===== src/rtl/adsq_pkg.sv =====
// constants, types and register map of the converter sequencer control
package adsq_pkg;
  localparam logic [19:0] ADDR_RES_A_HI = 20'hFFFE0;
  localparam logic [19:0] ADDR_RES_A_LO = 20'hFFFE1;
  localparam logic [19:0] ADDR_RES_B_HI = 20'hFFFE2;
  localparam logic [19:0] ADDR_RES_B_LO = 20'hFFFE3;
  localparam logic [19:0] ADDR_RES_C_HI = 20'hFFFE4;
  localparam logic [19:0] ADDR_RES_C_LO = 20'hFFFE5;
  localparam logic [19:0] ADDR_RES_D_HI = 20'hFFFE6;
  localparam logic [19:0] ADDR_RES_D_LO = 20'hFFFE7;
  localparam logic [19:0] ADDR_CSR = 20'hFFFE8;
  localparam logic [19:0] ADDR_TRG = 20'hFFFE9;

  localparam int CSR_FLAG_BIT = 7;
  localparam int CSR_IE_BIT = 6;
  localparam int CSR_RUN_BIT = 5;
  localparam int CSR_SCAN_BIT = 4;
  localparam int CSR_SPEED_BIT = 3;
  localparam int CSR_GROUP_BIT = 2;
  localparam int TRG_EN_BIT = 7;
  localparam int TRG_SPARE_BIT = 0;

  localparam logic [7:0] CSR_RESET = 8'h00;
  localparam logic [7:0] TRG_RESET = 8'h7E;
  localparam logic [5:0] TRG_RSVD_ONES = 6'h3F;
  localparam logic [9:0] RES_RESET = 10'h000;
  localparam logic [5:0] RES_LO_PAD = 6'h00;
  localparam logic [7:0] BUS_IDLE_DATA = 8'h00;

  // one state is one system clock
  localparam int CLK_PER_STATE = 1;
  localparam int CONV_SLOW_STATES = 134;
  localparam int CONV_FAST_STATES = 70;
  localparam int SCAN_SLOW_STATES = 128;
  localparam int SCAN_FAST_STATES = 66;
  localparam logic [7:0] CONV_SLOW_CYC = 8'(CONV_SLOW_STATES * CLK_PER_STATE);
  localparam logic [7:0] CONV_FAST_CYC = 8'(CONV_FAST_STATES * CLK_PER_STATE);
  localparam logic [7:0] SCAN_SLOW_CYC = 8'(SCAN_SLOW_STATES * CLK_PER_STATE);
  localparam logic [7:0] SCAN_FAST_CYC = 8'(SCAN_FAST_STATES * CLK_PER_STATE);

  typedef enum logic [2:0] {
    ST_IDLE = 3'b001,
    ST_FIRST = 3'b010,
    ST_SCAN = 3'b100
  } adsq_state_t;

  typedef struct packed {
    logic rd;
    logic wr;
    logic [19:0] addr;
    logic [7:0] wdata;
  } adsq_bus_t;

  typedef struct packed {
    logic active;
    logic [2:0] channel;
  } adsq_conv_t;
endpackage


===== src/rtl/adsq_trig_sync.sv =====
// three-stage synchroniser and falling-edge detector for the trigger pin
`timescale 1ns/10ps
module adsq_trig_sync (
  input logic mclk_i,
  input logic sys_rst_i,
  input logic pin_i,
  output logic fall_o
);
  logic s1_r, s2_r, s3_r, level_r, fall_r;
  logic level_nxt, fall_nxt;

  // a change counts only once stages two and three agree
  always_comb begin
    level_nxt = level_r;
    fall_nxt = 1'b0;
    if (s2_r == s3_r) begin
      level_nxt = s3_r;
      fall_nxt = level_r & ~s3_r;
    end
  end

  always_ff @(posedge mclk_i) begin
    if (sys_rst_i) begin
      s1_r <= 1'b1;
      s2_r <= 1'b1;
      s3_r <= 1'b1;
      level_r <= 1'b1;
      fall_r <= 1'b0;
    end else begin
      s1_r <= pin_i;
      s2_r <= s1_r;
      s3_r <= s2_r;
      level_r <= level_nxt;
      fall_r <= fall_nxt;
    end
  end

  assign fall_o = fall_r;
endmodule


===== src/rtl/adsq_result_mem.sv =====
// four-word result store with registered read port
`timescale 1ns/10ps
module adsq_result_mem (
  input logic mclk_i,
  input logic sys_rst_i,
  input logic clr_i,
  input logic wr_en_i,
  input logic [1:0] wr_idx_i,
  input logic [9:0] wr_data_i,
  input logic [1:0] rd_idx_i,
  output logic [9:0] rd_data_o
);
  logic [9:0] mem_r [4];
  logic [9:0] mem_nxt [4];
  logic [9:0] q_r, q_nxt;

  always_comb begin
    for (int i = 0; i < 4; i++) begin
      mem_nxt[i] = mem_r[i];
      if (clr_i) begin
        mem_nxt[i] = adsq_pkg::RES_RESET;
      end else if (wr_en_i && wr_idx_i == 2'(i)) begin
        mem_nxt[i] = wr_data_i;
      end
    end
    q_nxt = clr_i ? adsq_pkg::RES_RESET : mem_r[rd_idx_i];
  end

  always_ff @(posedge mclk_i) begin
    if (sys_rst_i) begin
      for (int i = 0; i < 4; i++) begin
        mem_r[i] <= adsq_pkg::RES_RESET;
      end
      q_r <= adsq_pkg::RES_RESET;
    end else begin
      for (int i = 0; i < 4; i++) begin
        mem_r[i] <= mem_nxt[i];
      end
      q_r <= q_nxt;
    end
  end

  assign rd_data_o = q_r;
endmodule


===== src/rtl/adsq_ctrl.sv =====
// converter sequencer control: registers, start logic, sequencing, result reads
`timescale 1ns/10ps
module adsq_ctrl (
  input logic mclk_i,
  input logic sys_rst_i,
  input logic standby_i,
  input adsq_pkg::adsq_bus_t bus_i,
  output logic [7:0] rdata_o,
  output logic rvalid_o,
  input logic ext_trigger_in_i,
  input logic timer_match_i,
  input logic [9:0] conv_result_i,
  output adsq_pkg::adsq_conv_t conv_o,
  output logic conversion_done_irq_o
);
  adsq_pkg::adsq_state_t state_r, state_nxt;
  logic [7:0] cnt_r, cnt_nxt;
  logic [2:0] chan_r, chan_nxt;
  logic flag_r, flag_nxt;
  logic ie_r, ie_nxt;
  logic run_r, run_nxt;
  logic scan_r, scan_nxt;
  logic speed_r, speed_nxt;
  logic [2:0] chsel_r, chsel_nxt;
  logic armed_r, armed_nxt;
  logic trg_en_r, trg_en_nxt;
  logic trg_spare_r, trg_spare_nxt;

  logic rd_hi_r, rd_lo_r, rd_csr_r, rd_trg_r, rd_any_r;
  logic [7:0] temp_r, temp_nxt;
  logic [7:0] rdata_r, rdata_nxt;
  logic rvalid_r;

  logic csr_sel, trg_sel, hi_sel, lo_sel;
  logic csr_wr, trg_wr;
  logic trig_fall, hw_start;
  logic conv_end, res_wr, set_flag;
  logic [2:0] first_ch;
  logic [7:0] first_len, scan_len;
  logic [9:0] mem_q;
  logic [7:0] csr_val, trg_val;

  adsq_trig_sync u_sync (
    .mclk_i(mclk_i),
    .sys_rst_i(sys_rst_i),
    .pin_i(ext_trigger_in_i),
    .fall_o(trig_fall)
  );

  adsq_result_mem u_mem (
    .mclk_i(mclk_i),
    .sys_rst_i(sys_rst_i),
    .clr_i(standby_i),
    .wr_en_i(res_wr),
    .wr_idx_i(chan_r[1:0]),
    .wr_data_i(conv_result_i),
    .rd_idx_i(bus_i.addr[2:1]),
    .rd_data_o(mem_q)
  );

  always_comb begin
    csr_sel = bus_i.addr == adsq_pkg::ADDR_CSR;
    trg_sel = bus_i.addr == adsq_pkg::ADDR_TRG;
    case (bus_i.addr)
      adsq_pkg::ADDR_RES_A_HI, adsq_pkg::ADDR_RES_B_HI,
      adsq_pkg::ADDR_RES_C_HI, adsq_pkg::ADDR_RES_D_HI: begin
        hi_sel = 1'b1;
        lo_sel = 1'b0;
      end
      adsq_pkg::ADDR_RES_A_LO, adsq_pkg::ADDR_RES_B_LO,
      adsq_pkg::ADDR_RES_C_LO, adsq_pkg::ADDR_RES_D_LO: begin
        hi_sel = 1'b0;
        lo_sel = 1'b1;
      end
      default: begin
        hi_sel = 1'b0;
        lo_sel = 1'b0;
      end
    endcase
  end

  assign csr_wr = bus_i.wr & csr_sel;
  assign trg_wr = bus_i.wr & trg_sel;
  assign csr_val = {flag_r, ie_r, run_r, scan_r, speed_r, chsel_r};
  assign trg_val = {trg_en_r, adsq_pkg::TRG_RSVD_ONES, trg_spare_r};

  // control, start and sequencing
  always_comb begin
    hw_start = trg_en_r & (trig_fall | timer_match_i);
    // scan begins at the group start, single at the chosen input
    first_ch = scan_r ? {chsel_r[2], 2'b00} : chsel_r;
    first_len = speed_r ? adsq_pkg::CONV_FAST_CYC : adsq_pkg::CONV_SLOW_CYC;
    scan_len = speed_r ? adsq_pkg::SCAN_FAST_CYC : adsq_pkg::SCAN_SLOW_CYC;
    conv_end = state_r != adsq_pkg::ST_IDLE && run_r && cnt_r == 8'h00;
    res_wr = conv_end & ~standby_i;
    // scan: the channel field is also the last channel of the cycle
    set_flag = conv_end & (~scan_r | chan_r == chsel_r);
    state_nxt = state_r;
    cnt_nxt = cnt_r;
    chan_nxt = chan_r;
    case (state_r)
      adsq_pkg::ST_IDLE: begin
        if (run_r) begin
          state_nxt = adsq_pkg::ST_FIRST;
          cnt_nxt = first_len - 8'h01;
          chan_nxt = first_ch;
        end
      end
      adsq_pkg::ST_FIRST, adsq_pkg::ST_SCAN: begin
        if (!run_r) begin
          state_nxt = adsq_pkg::ST_IDLE;
        end else if (cnt_r != 8'h00) begin
          cnt_nxt = cnt_r - 8'h01;
        end else if (!scan_r) begin
          state_nxt = adsq_pkg::ST_IDLE;
        end else begin
          state_nxt = adsq_pkg::ST_SCAN;
          cnt_nxt = scan_len - 8'h01;
          chan_nxt = (chan_r == chsel_r) ? {chsel_r[2], 2'b00} : chan_r + 3'h1;
        end
      end
      default: begin
        state_nxt = adsq_pkg::ST_IDLE;
      end
    endcase

    ie_nxt = ie_r;
    scan_nxt = scan_r;
    speed_nxt = speed_r;
    chsel_nxt = chsel_r;
    run_nxt = run_r;
    flag_nxt = flag_r;
    armed_nxt = armed_r;
    trg_en_nxt = trg_en_r;
    trg_spare_nxt = trg_spare_r;
    if (conv_end && !scan_r) begin
      run_nxt = 1'b0;
    end
    if (bus_i.rd && csr_sel && flag_r) begin
      armed_nxt = 1'b1;
    end
    if (csr_wr) begin
      ie_nxt = bus_i.wdata[adsq_pkg::CSR_IE_BIT];
      run_nxt = bus_i.wdata[adsq_pkg::CSR_RUN_BIT];
      scan_nxt = bus_i.wdata[adsq_pkg::CSR_SCAN_BIT];
      speed_nxt = bus_i.wdata[adsq_pkg::CSR_SPEED_BIT];
      chsel_nxt = bus_i.wdata[adsq_pkg::CSR_GROUP_BIT:0];
      armed_nxt = 1'b0;
      // only a zero after a read of one clears; a one is ignored
      if (armed_r && !bus_i.wdata[adsq_pkg::CSR_FLAG_BIT]) begin
        flag_nxt = 1'b0;
      end
    end
    if (trg_wr) begin
      trg_en_nxt = bus_i.wdata[adsq_pkg::TRG_EN_BIT];
      trg_spare_nxt = bus_i.wdata[adsq_pkg::TRG_SPARE_BIT];
    end
    // hardware set wins over a bus-write or end-of-conversion clear in the same cycle; standby wins over it
    if (hw_start) begin
      run_nxt = 1'b1;
    end
    if (set_flag) begin
      flag_nxt = 1'b1;
    end
    if (standby_i) begin
      state_nxt = adsq_pkg::ST_IDLE;
      cnt_nxt = 8'h00;
      chan_nxt = 3'h0;
      {flag_nxt, ie_nxt, run_nxt, scan_nxt, speed_nxt, chsel_nxt} = adsq_pkg::CSR_RESET;
      armed_nxt = 1'b0;
      trg_en_nxt = adsq_pkg::TRG_RESET[adsq_pkg::TRG_EN_BIT];
      trg_spare_nxt = adsq_pkg::TRG_RESET[adsq_pkg::TRG_SPARE_BIT];
    end
  end

  always_ff @(posedge mclk_i) begin
    if (sys_rst_i) begin
      state_r <= adsq_pkg::ST_IDLE;
      cnt_r <= 8'h00;
      chan_r <= 3'h0;
      {flag_r, ie_r, run_r, scan_r, speed_r, chsel_r} <= adsq_pkg::CSR_RESET;
      armed_r <= 1'b0;
      trg_en_r <= adsq_pkg::TRG_RESET[adsq_pkg::TRG_EN_BIT];
      trg_spare_r <= adsq_pkg::TRG_RESET[adsq_pkg::TRG_SPARE_BIT];
    end else begin
      state_r <= state_nxt;
      cnt_r <= cnt_nxt;
      chan_r <= chan_nxt;
      flag_r <= flag_nxt;
      ie_r <= ie_nxt;
      run_r <= run_nxt;
      scan_r <= scan_nxt;
      speed_r <= speed_nxt;
      chsel_r <= chsel_nxt;
      armed_r <= armed_nxt;
      trg_en_r <= trg_en_nxt;
      trg_spare_r <= trg_spare_nxt;
    end
  end

  // read path: stage one fetches the word, stage two returns the byte
  always_comb begin
    temp_nxt = temp_r;
    rdata_nxt = adsq_pkg::BUS_IDLE_DATA;
    if (rd_hi_r) begin
      rdata_nxt = mem_q[9:2];
      temp_nxt = {mem_q[1:0], adsq_pkg::RES_LO_PAD};
    end else if (rd_lo_r) begin
      rdata_nxt = temp_r;
    end else if (rd_csr_r) begin
      rdata_nxt = csr_val;
    end else if (rd_trg_r) begin
      rdata_nxt = trg_val;
    end
    if (standby_i) begin
      temp_nxt = 8'h00;
    end
  end

  always_ff @(posedge mclk_i) begin
    if (sys_rst_i) begin
      rd_hi_r <= 1'b0;
      rd_lo_r <= 1'b0;
      rd_csr_r <= 1'b0;
      rd_trg_r <= 1'b0;
      rd_any_r <= 1'b0;
      temp_r <= 8'h00;
      rdata_r <= 8'h00;
      rvalid_r <= 1'b0;
    end else begin
      rd_hi_r <= bus_i.rd & hi_sel;
      rd_lo_r <= bus_i.rd & lo_sel;
      rd_csr_r <= bus_i.rd & csr_sel;
      rd_trg_r <= bus_i.rd & trg_sel;
      rd_any_r <= bus_i.rd;
      temp_r <= temp_nxt;
      rdata_r <= rdata_nxt;
      rvalid_r <= rd_any_r;
    end
  end

  assign rdata_o = rdata_r;
  assign rvalid_o = rvalid_r;
  assign conv_o.active = state_r != adsq_pkg::ST_IDLE;
  assign conv_o.channel = chan_r;
  // level request, no latching of its own
  assign conversion_done_irq_o = flag_r & ie_r;
endmodule


===== config.mk =====
export PLATFORM = sky130hd
export DESIGN_NAME = adsq_ctrl
export DESIGN_NICKNAME = d
export VERILOG_FILES = /design/src/rtl/adsq_pkg.sv /design/src/rtl/adsq_trig_sync.sv /design/src/rtl/adsq_result_mem.sv /design/src/rtl/adsq_ctrl.sv
export SDC_FILE = /design/constraint.sdc
export NUM_CORES = 1
export LEC_CHECK = 0
export ABC_AREA = 1
export BUFFER_PORTS_ARGS = -buffer_cell sky130_fd_sc_hd__buf_4
export CAP_MARGIN = 30
export CELL_PAD_IN_SITES_DETAIL_PLACEMENT = 0
export CELL_PAD_IN_SITES_GLOBAL_PLACEMENT = 1
export CORE_ASPECT_RATIO = 0.8
export CORE_UTILIZATION = 43
export CTS_CLUSTER_DIAMETER = 200
export DETAILED_ROUTE_END_ITERATION = 16
export MAX_ROUTING_LAYER = met4
export PLACE_DENSITY_LB_ADDON = 0.1
export SYNTH_ARGS = -nofsm -noshare
export SYNTH_HDL_FRONTEND = slang
export SYNTH_SLANG_ARGS = --single-unit

===== constraint.sdc =====
create_clock -name mclk_i -period 2.5 [get_ports mclk_i]
set_clock_uncertainty 0.15 [all_clocks]
set_input_delay 0.5 -clock mclk_i [delete_from_list [all_inputs] [get_ports mclk_i]]
set_output_delay 0.5 -clock mclk_i [all_outputs]
set_load 0.02 [all_outputs]

Word level (Yosys, flattened, before mapping). Memory sizes are Yosys's and may differ from the RTL's. A register that Yosys moved wholly into a read port is not among the register bits. Cells that the tools add are included.

Add/sub/neg operators: 4. Eq/ne operators: 29. Multiplexer cells: 46. Bitwise gates (word level): 21. Reductions and logical operators: 33.

Operators with widths (number): 20-bit equality test (second input constant) (10); 10-bit 2-to-1 mux (12); 8-bit 2-to-1 mux (10); 3-bit 2-to-1 mux (9); 8-bit by 1-bit subtractor with 8-bit output (second input constant) (3); 2-bit inequality test (second input constant) (8); 8-bit one-hot mux with 2 select lines (1); 3-bit one-hot mux with 2 select lines (2); 2-bit AND reduction (6); 1-bit AND (11); 1-bit 2-to-1 mux (11); 1-bit logical AND (10); 8-bit zero test (1); 8-bit nonzero test (1); 4-bit OR reduction (2); 3-bit inequality test (second input constant) (2); 1-bit OR (6); 2-bit nonzero test (3); 2-bit OR reduction (3); 5-bit AND reduction (1); 2-bit equality test (second input constant) (2); 1-bit inverter (4); 4-bit AND reduction (1); 3-bit by 1-bit adder with 3-bit output (second input constant) (1); other kinds (12) (13).

Flip-flop bits (word level): 46. Bits in writable memories: 40. Input port bits: 45. Output and inout port bits: 14. Logic and storage cells: 159. Memories kept: 1.

Memories: u_mem.mem_r (words 4, width 10, rd ports 1, clocked after memory_dff 1, wr ports 4, RTL line adsq_result_mem.sv:13) `logic [9:0] mem_r [4];`.

Longest topological paths before layout.
Word-level depth: 8. Mapped depth: 12. Mapped depth without buffers: 12.

By module. From an unflattened synthesis, not the netlist that was laid out.

Cell total of the unflattened synthesis: 551. Area, all modules: 4660.7 µm².

Modules (own cells, without submodules): adsq_result_mem (instances 1, cells each 250, area an instance 2260.9 µm², sequential area each 1401.3 µm²); adsq_ctrl (instances 1, cells each 287, area an instance 2250.9 µm², sequential area each 820.8 µm²); adsq_trig_sync (instances 1, cells each 14, area an instance 148.9 µm², sequential area each 100.1 µm²).

Least setup slack after synthesis. Ideal clock, no wire load.

Path kind: flip-flop to flip-flop. From: register cnt_r[2]. To: memory u_mem.mem_r[0][0] (enable). Data arrival time: 1.691 ns. Data required time: 1.959 ns. Path slack: 0.268 ns. Cell stages (with the launch flop): 6. Buffers on the path: 0. Period minus slack after synthesis: 2.232 ns. Cells stage by stage: dfxtp_1 -> nor2_4 -> nand2_4 -> nor2_8 -> nand3_4 -> o21ai_0.

RTL lines: start, declared (RTL line adsq_ctrl.sv:17) `logic [7:0] cnt_r, cnt_nxt;`; start signal, assigned (RTL line adsq_ctrl.sv:187) `cnt_r <= cnt_nxt;`; end, declared (RTL line adsq_result_mem.sv:13).

Final worst setup path.
From: register cnt_r[2]. To: register cnt_r[4].

Longest elaborated chain between the ends: 4. Elaborated cells between the ends (all ways): 7. Classes of those cells: add/sub: 1; eq/ne: 1; mux: 3; reduce/logical: 2.

RTL lines: 8-bit by 1-bit subtractor with 8-bit output or 8-bit nonzero test (tied branches) (RTL line adsq_ctrl.sv:113, adsq_ctrl.sv:112); 8-bit 2-to-1 mux (RTL line adsq_ctrl.sv:112) `end else if (cnt_r != 8'h00) begin`; 8-bit 2-to-1 mux (RTL line adsq_ctrl.sv:110) `if (!run_r) begin`; 8-bit one-hot mux with 2 select lines (RTL line adsq_ctrl.sv:101) `case (state_r)`.

Parallel ways exist; a longest one is shown, timed or not. The select of a mux whose other input is x is not followed. A chain may end at the register's enable or synchronous reset.

==> results by group <==
Synthesis
  • Post-Syn Area: 0.00443 mm²
  • Count of distinct cell types in the synthesized netlist: 41
  • Dominant cells by area after synthesis: edfxtp_1 (27%), dfxtp_1 (25%), nor2_1 (9.4%), nand2_1 (6.4%), o21ai_0 (5.0%)
  • Largest area contributor in the synthesized netlist: edfxtp_1
  • Mux share of post-synthesis cell area: 0
  • Area share of and/or/nand/nor cells after synthesis: 0.266
  • Complex-gate fraction of the synthesized area: 0.129
  • Most numerous cell in the Yosys netlist: nor2_1
  • Yosys reg bits: 96
  • Net Count, Synth: 561
  • Async SR Flop Fraction: 0
  • Number of synthesis warnings: 0
  • Adder-cell share of the synthesized area: 0.0141
  • Number of synthesized flops with an enable pin: 40
  • Syn Inst Count: 511
  • Fraction of post-synthesis cell area in the top cell type by area: 0.271
  • Top cells by instance count after synthesis: nor2_1 (111), nand2_1 (75), dfxtp_1 (56)
  • Portion of the post-synthesis area used by sequential elements: 0.524
  • Synth Area in XOR/XNOR: 0.0119
  • Ys flop type: dfxtp_1
  • Mean post-synth cell area: 8.67 µm²
  • Combinational family with the most area after synthesis: simple AND/OR/NAND/NOR gates

Power
  • Total power: 3300 µW
  • Worst IR drop on VDD: 0.351 mV
  • Power per Cell Area: 623 mW/mm²
  • Leak pwr: 0.00211 µW

Clocking
  • Later-pin clock latency in the skew report: 0.35 ns
  • CTS max path bufs: 2
  • Number of post-CTS setup repair buffers: 0
  • Number of instances resized during post-cts repair: 0
  • Clock tree root buffer cell: clkbuf_16
  • Total clock sinks: 96
  • Cts hold-fix bufs: 0
  • Clock-pin transition on the worst setup and hold timing paths: 0.07 ns
  • Clock tree from TritonCTS: done
  • CTS H-tree depth: 3
  • Cts bufs inserted: 9

Timing
  • Number of hold violations in the final report: 0
  • Worst relative slew slack: 0.573
  • Fin crit share: 0.770
  • Max Fclk: 0.520 GHz
  • RSZ-0062 raised after global routing: no
  • Worst slew pin tran: 0.640 ns
  • Final critical-path required period: 1.92 ns
  • Total setup violations reported at the end of the flow: 0
  • Max-slew violations: 0
  • Sum of negative setup slack: 0 ns

Critical path
  • Critical Path Start Type: flop
  • Launching instance or port of the critical path: cnt_r[2]
  • Maximum fanout along the worst path: 4
  • Signal arrival time at the worst endpoint: 1.99 ns
  • Sort of element at the end of the critical path: flop
  • Beginning of the worst register-to-register path: cnt_r[2]
  • Type of the worst setup path: reg -> reg
  • Required time at the endpoint of the critical path: 2.56 ns

Routing
  • Average wire length per cell after detail routing: 14.4 µm
  • Remaining number of nets flagged by the antenna check after routing: 0
  • Total wirelength of the detailed-routed design: 10200 µm
  • Via count normalized by instance count: 4.95
  • Remaining DRCs: 0
  • First-pass DRT Iterations: 5
  • DRC marker count from the first detailed-route iteration: 269
  • Routed via count: 3527

Global route
  • Number of antenna violations at the first check in global routing: 0
  • Pin count of the biggest net entering global routing: 27
  • Overall fraction of global-route tracks in use: 0.212
  • GR Overflow Total: 0
  • Via count of the first global-routing pass: 3142
  • Global-route wire length before repair: 16300 µm

Finish
  • Fraction of final layout cells with drive strength greater than 1: 0.212
  • Layout area overhead: 19.6%
  • Antenna diode count: 0
  • Nets: 621
  • Number of filler instances in the final layout: 962

Floorplan
  • Overall die area: 0.0107 mm²
  • I/O pin total: 59
  • Die Y: 92.8 µm
  • Core region area: 0.00981 mm²
  • Standard-cell rows: 32
  • Initial Utilization: 0.451
  • Horizontal die dimension: 115 µm

Placement
  • Detailed placement HPWL: 7380 µm
  • I/O Buffers: 58
  • RD Place Congestion: 0.829

Status
  • Result of the run: complete, no violations

Hold path
  • Type of the tightest min-delay check: in -> reg
  • Startpoint of the tightest hold check path: ext_trigger_in_i

Job
  • Max-cap violation count: 0
[cells in the final DEF (no fill, tap or decap), types with 6 or more instances in the layout]
master	n
dfxtp_1	56
nand2_1	75
edfxtp_1	40
buf_4	64
nand3_1	13
clkbuf_16	10
o21a_1	6
a21oi_1	41
inv_1	37
nand4_1	7
o21ai_0	44
nand2_2	8
nor2_1	111
[metal layers]
layer / global-route usage / part of all wire / vias to the layer above
li1: - / - / 1808
met1: 0.314 / 0.53 / 1585
met2: 0.281 / 0.40 / 117
met3: 0.0569 / 0.059 / 17
met4: 0.0519 / 0.013 / 0
met5: - / 0 / -
[final cells by class]
class | instances | area, µm² | share of cell area
Sequential cell | 96 | 2320 | 0.438
Multi-Input combinational cell | 359 | 1860 | 0.352
Timing Repair Buffer | 64 | 480 | 0.0907
Clock buffer | 10 | 250 | 0.0472
Tap cell | 136 | 170 | 0.0321
Inverter | 41 | 154 | 0.0291
Clock inverter | 6 | 55.1 | 0.0104
[registers in the layout, summed over array words and instances (netlist names), 2 cells and up]
signal / flops
u_mem.mem_r: 40
u_mem.rd_data_o: 10
cnt_r: 8
rdata_o: 8
chan_r: 3
chsel_r: 3
state_r: 3
temp_r: 2
[metrics by stage]
stage,hold WS (ns),util,worst slack (ns),cell area (µm²),std cells
6_report,0.187,0.540,0.576,5300,712
5_1_grt,0.176,0.540,0.452,5300,712
4_1_cts,0.177,0.540,0.568,5300,712
3_5_place_dp,0.247,0.509,0.445,4990,696
3_3_place_gp,0.243,0.509,0.497,4990,696
2_1_floorplan,0.238,-,0.268,4430,511
[worst max-delay path: stages, from the launching register on]
cell	delay, ns
dfxtp_1	0.36
nor2_4	0.18
nand2_4	0.08
nor2_8	0.16
nand2_2	0.09
nand2_2	0.08
inv_1	0.04
ha_1	0.23
nand2_1	0.09
xor2_1	0.15
nor2_1	0.05
nand2_1	0.06
a21oi_1	0.06
[report_power, final]
| part | switching, µW | internal, µW | total, µW |
|---|---|---|---|
| registers | 15.3 | 1680 | 1700 |
| clock network | 629 | 755 | 1380 |
| logic | 130 | 84.7 | 215 |
[final timing paths]
| kind | to | slack (ns) | cells past startpoint |
|---|---|---|---|
| worst max-delay path | cnt_r[4] | 0.58 | 12 |
| worst min-delay path | u_sync.s1_r | 0.19 | 2 |
| worst max register to register | cnt_r[4] | 0.58 | 12 |
| worst min register to register | rvalid_o | 0.26 | 2 |
[kinds of logic after synthesis]
kind of cell             after synthesis
buffers and inverters                 56
AO/OA/AOI/OAI                        100
XOR/XNOR                               6
AND/OR/NAND/NOR                      248
adder cells (fa/ha/maj)                5
flip-flops                            96
Power figures use the tool's default switching activity.
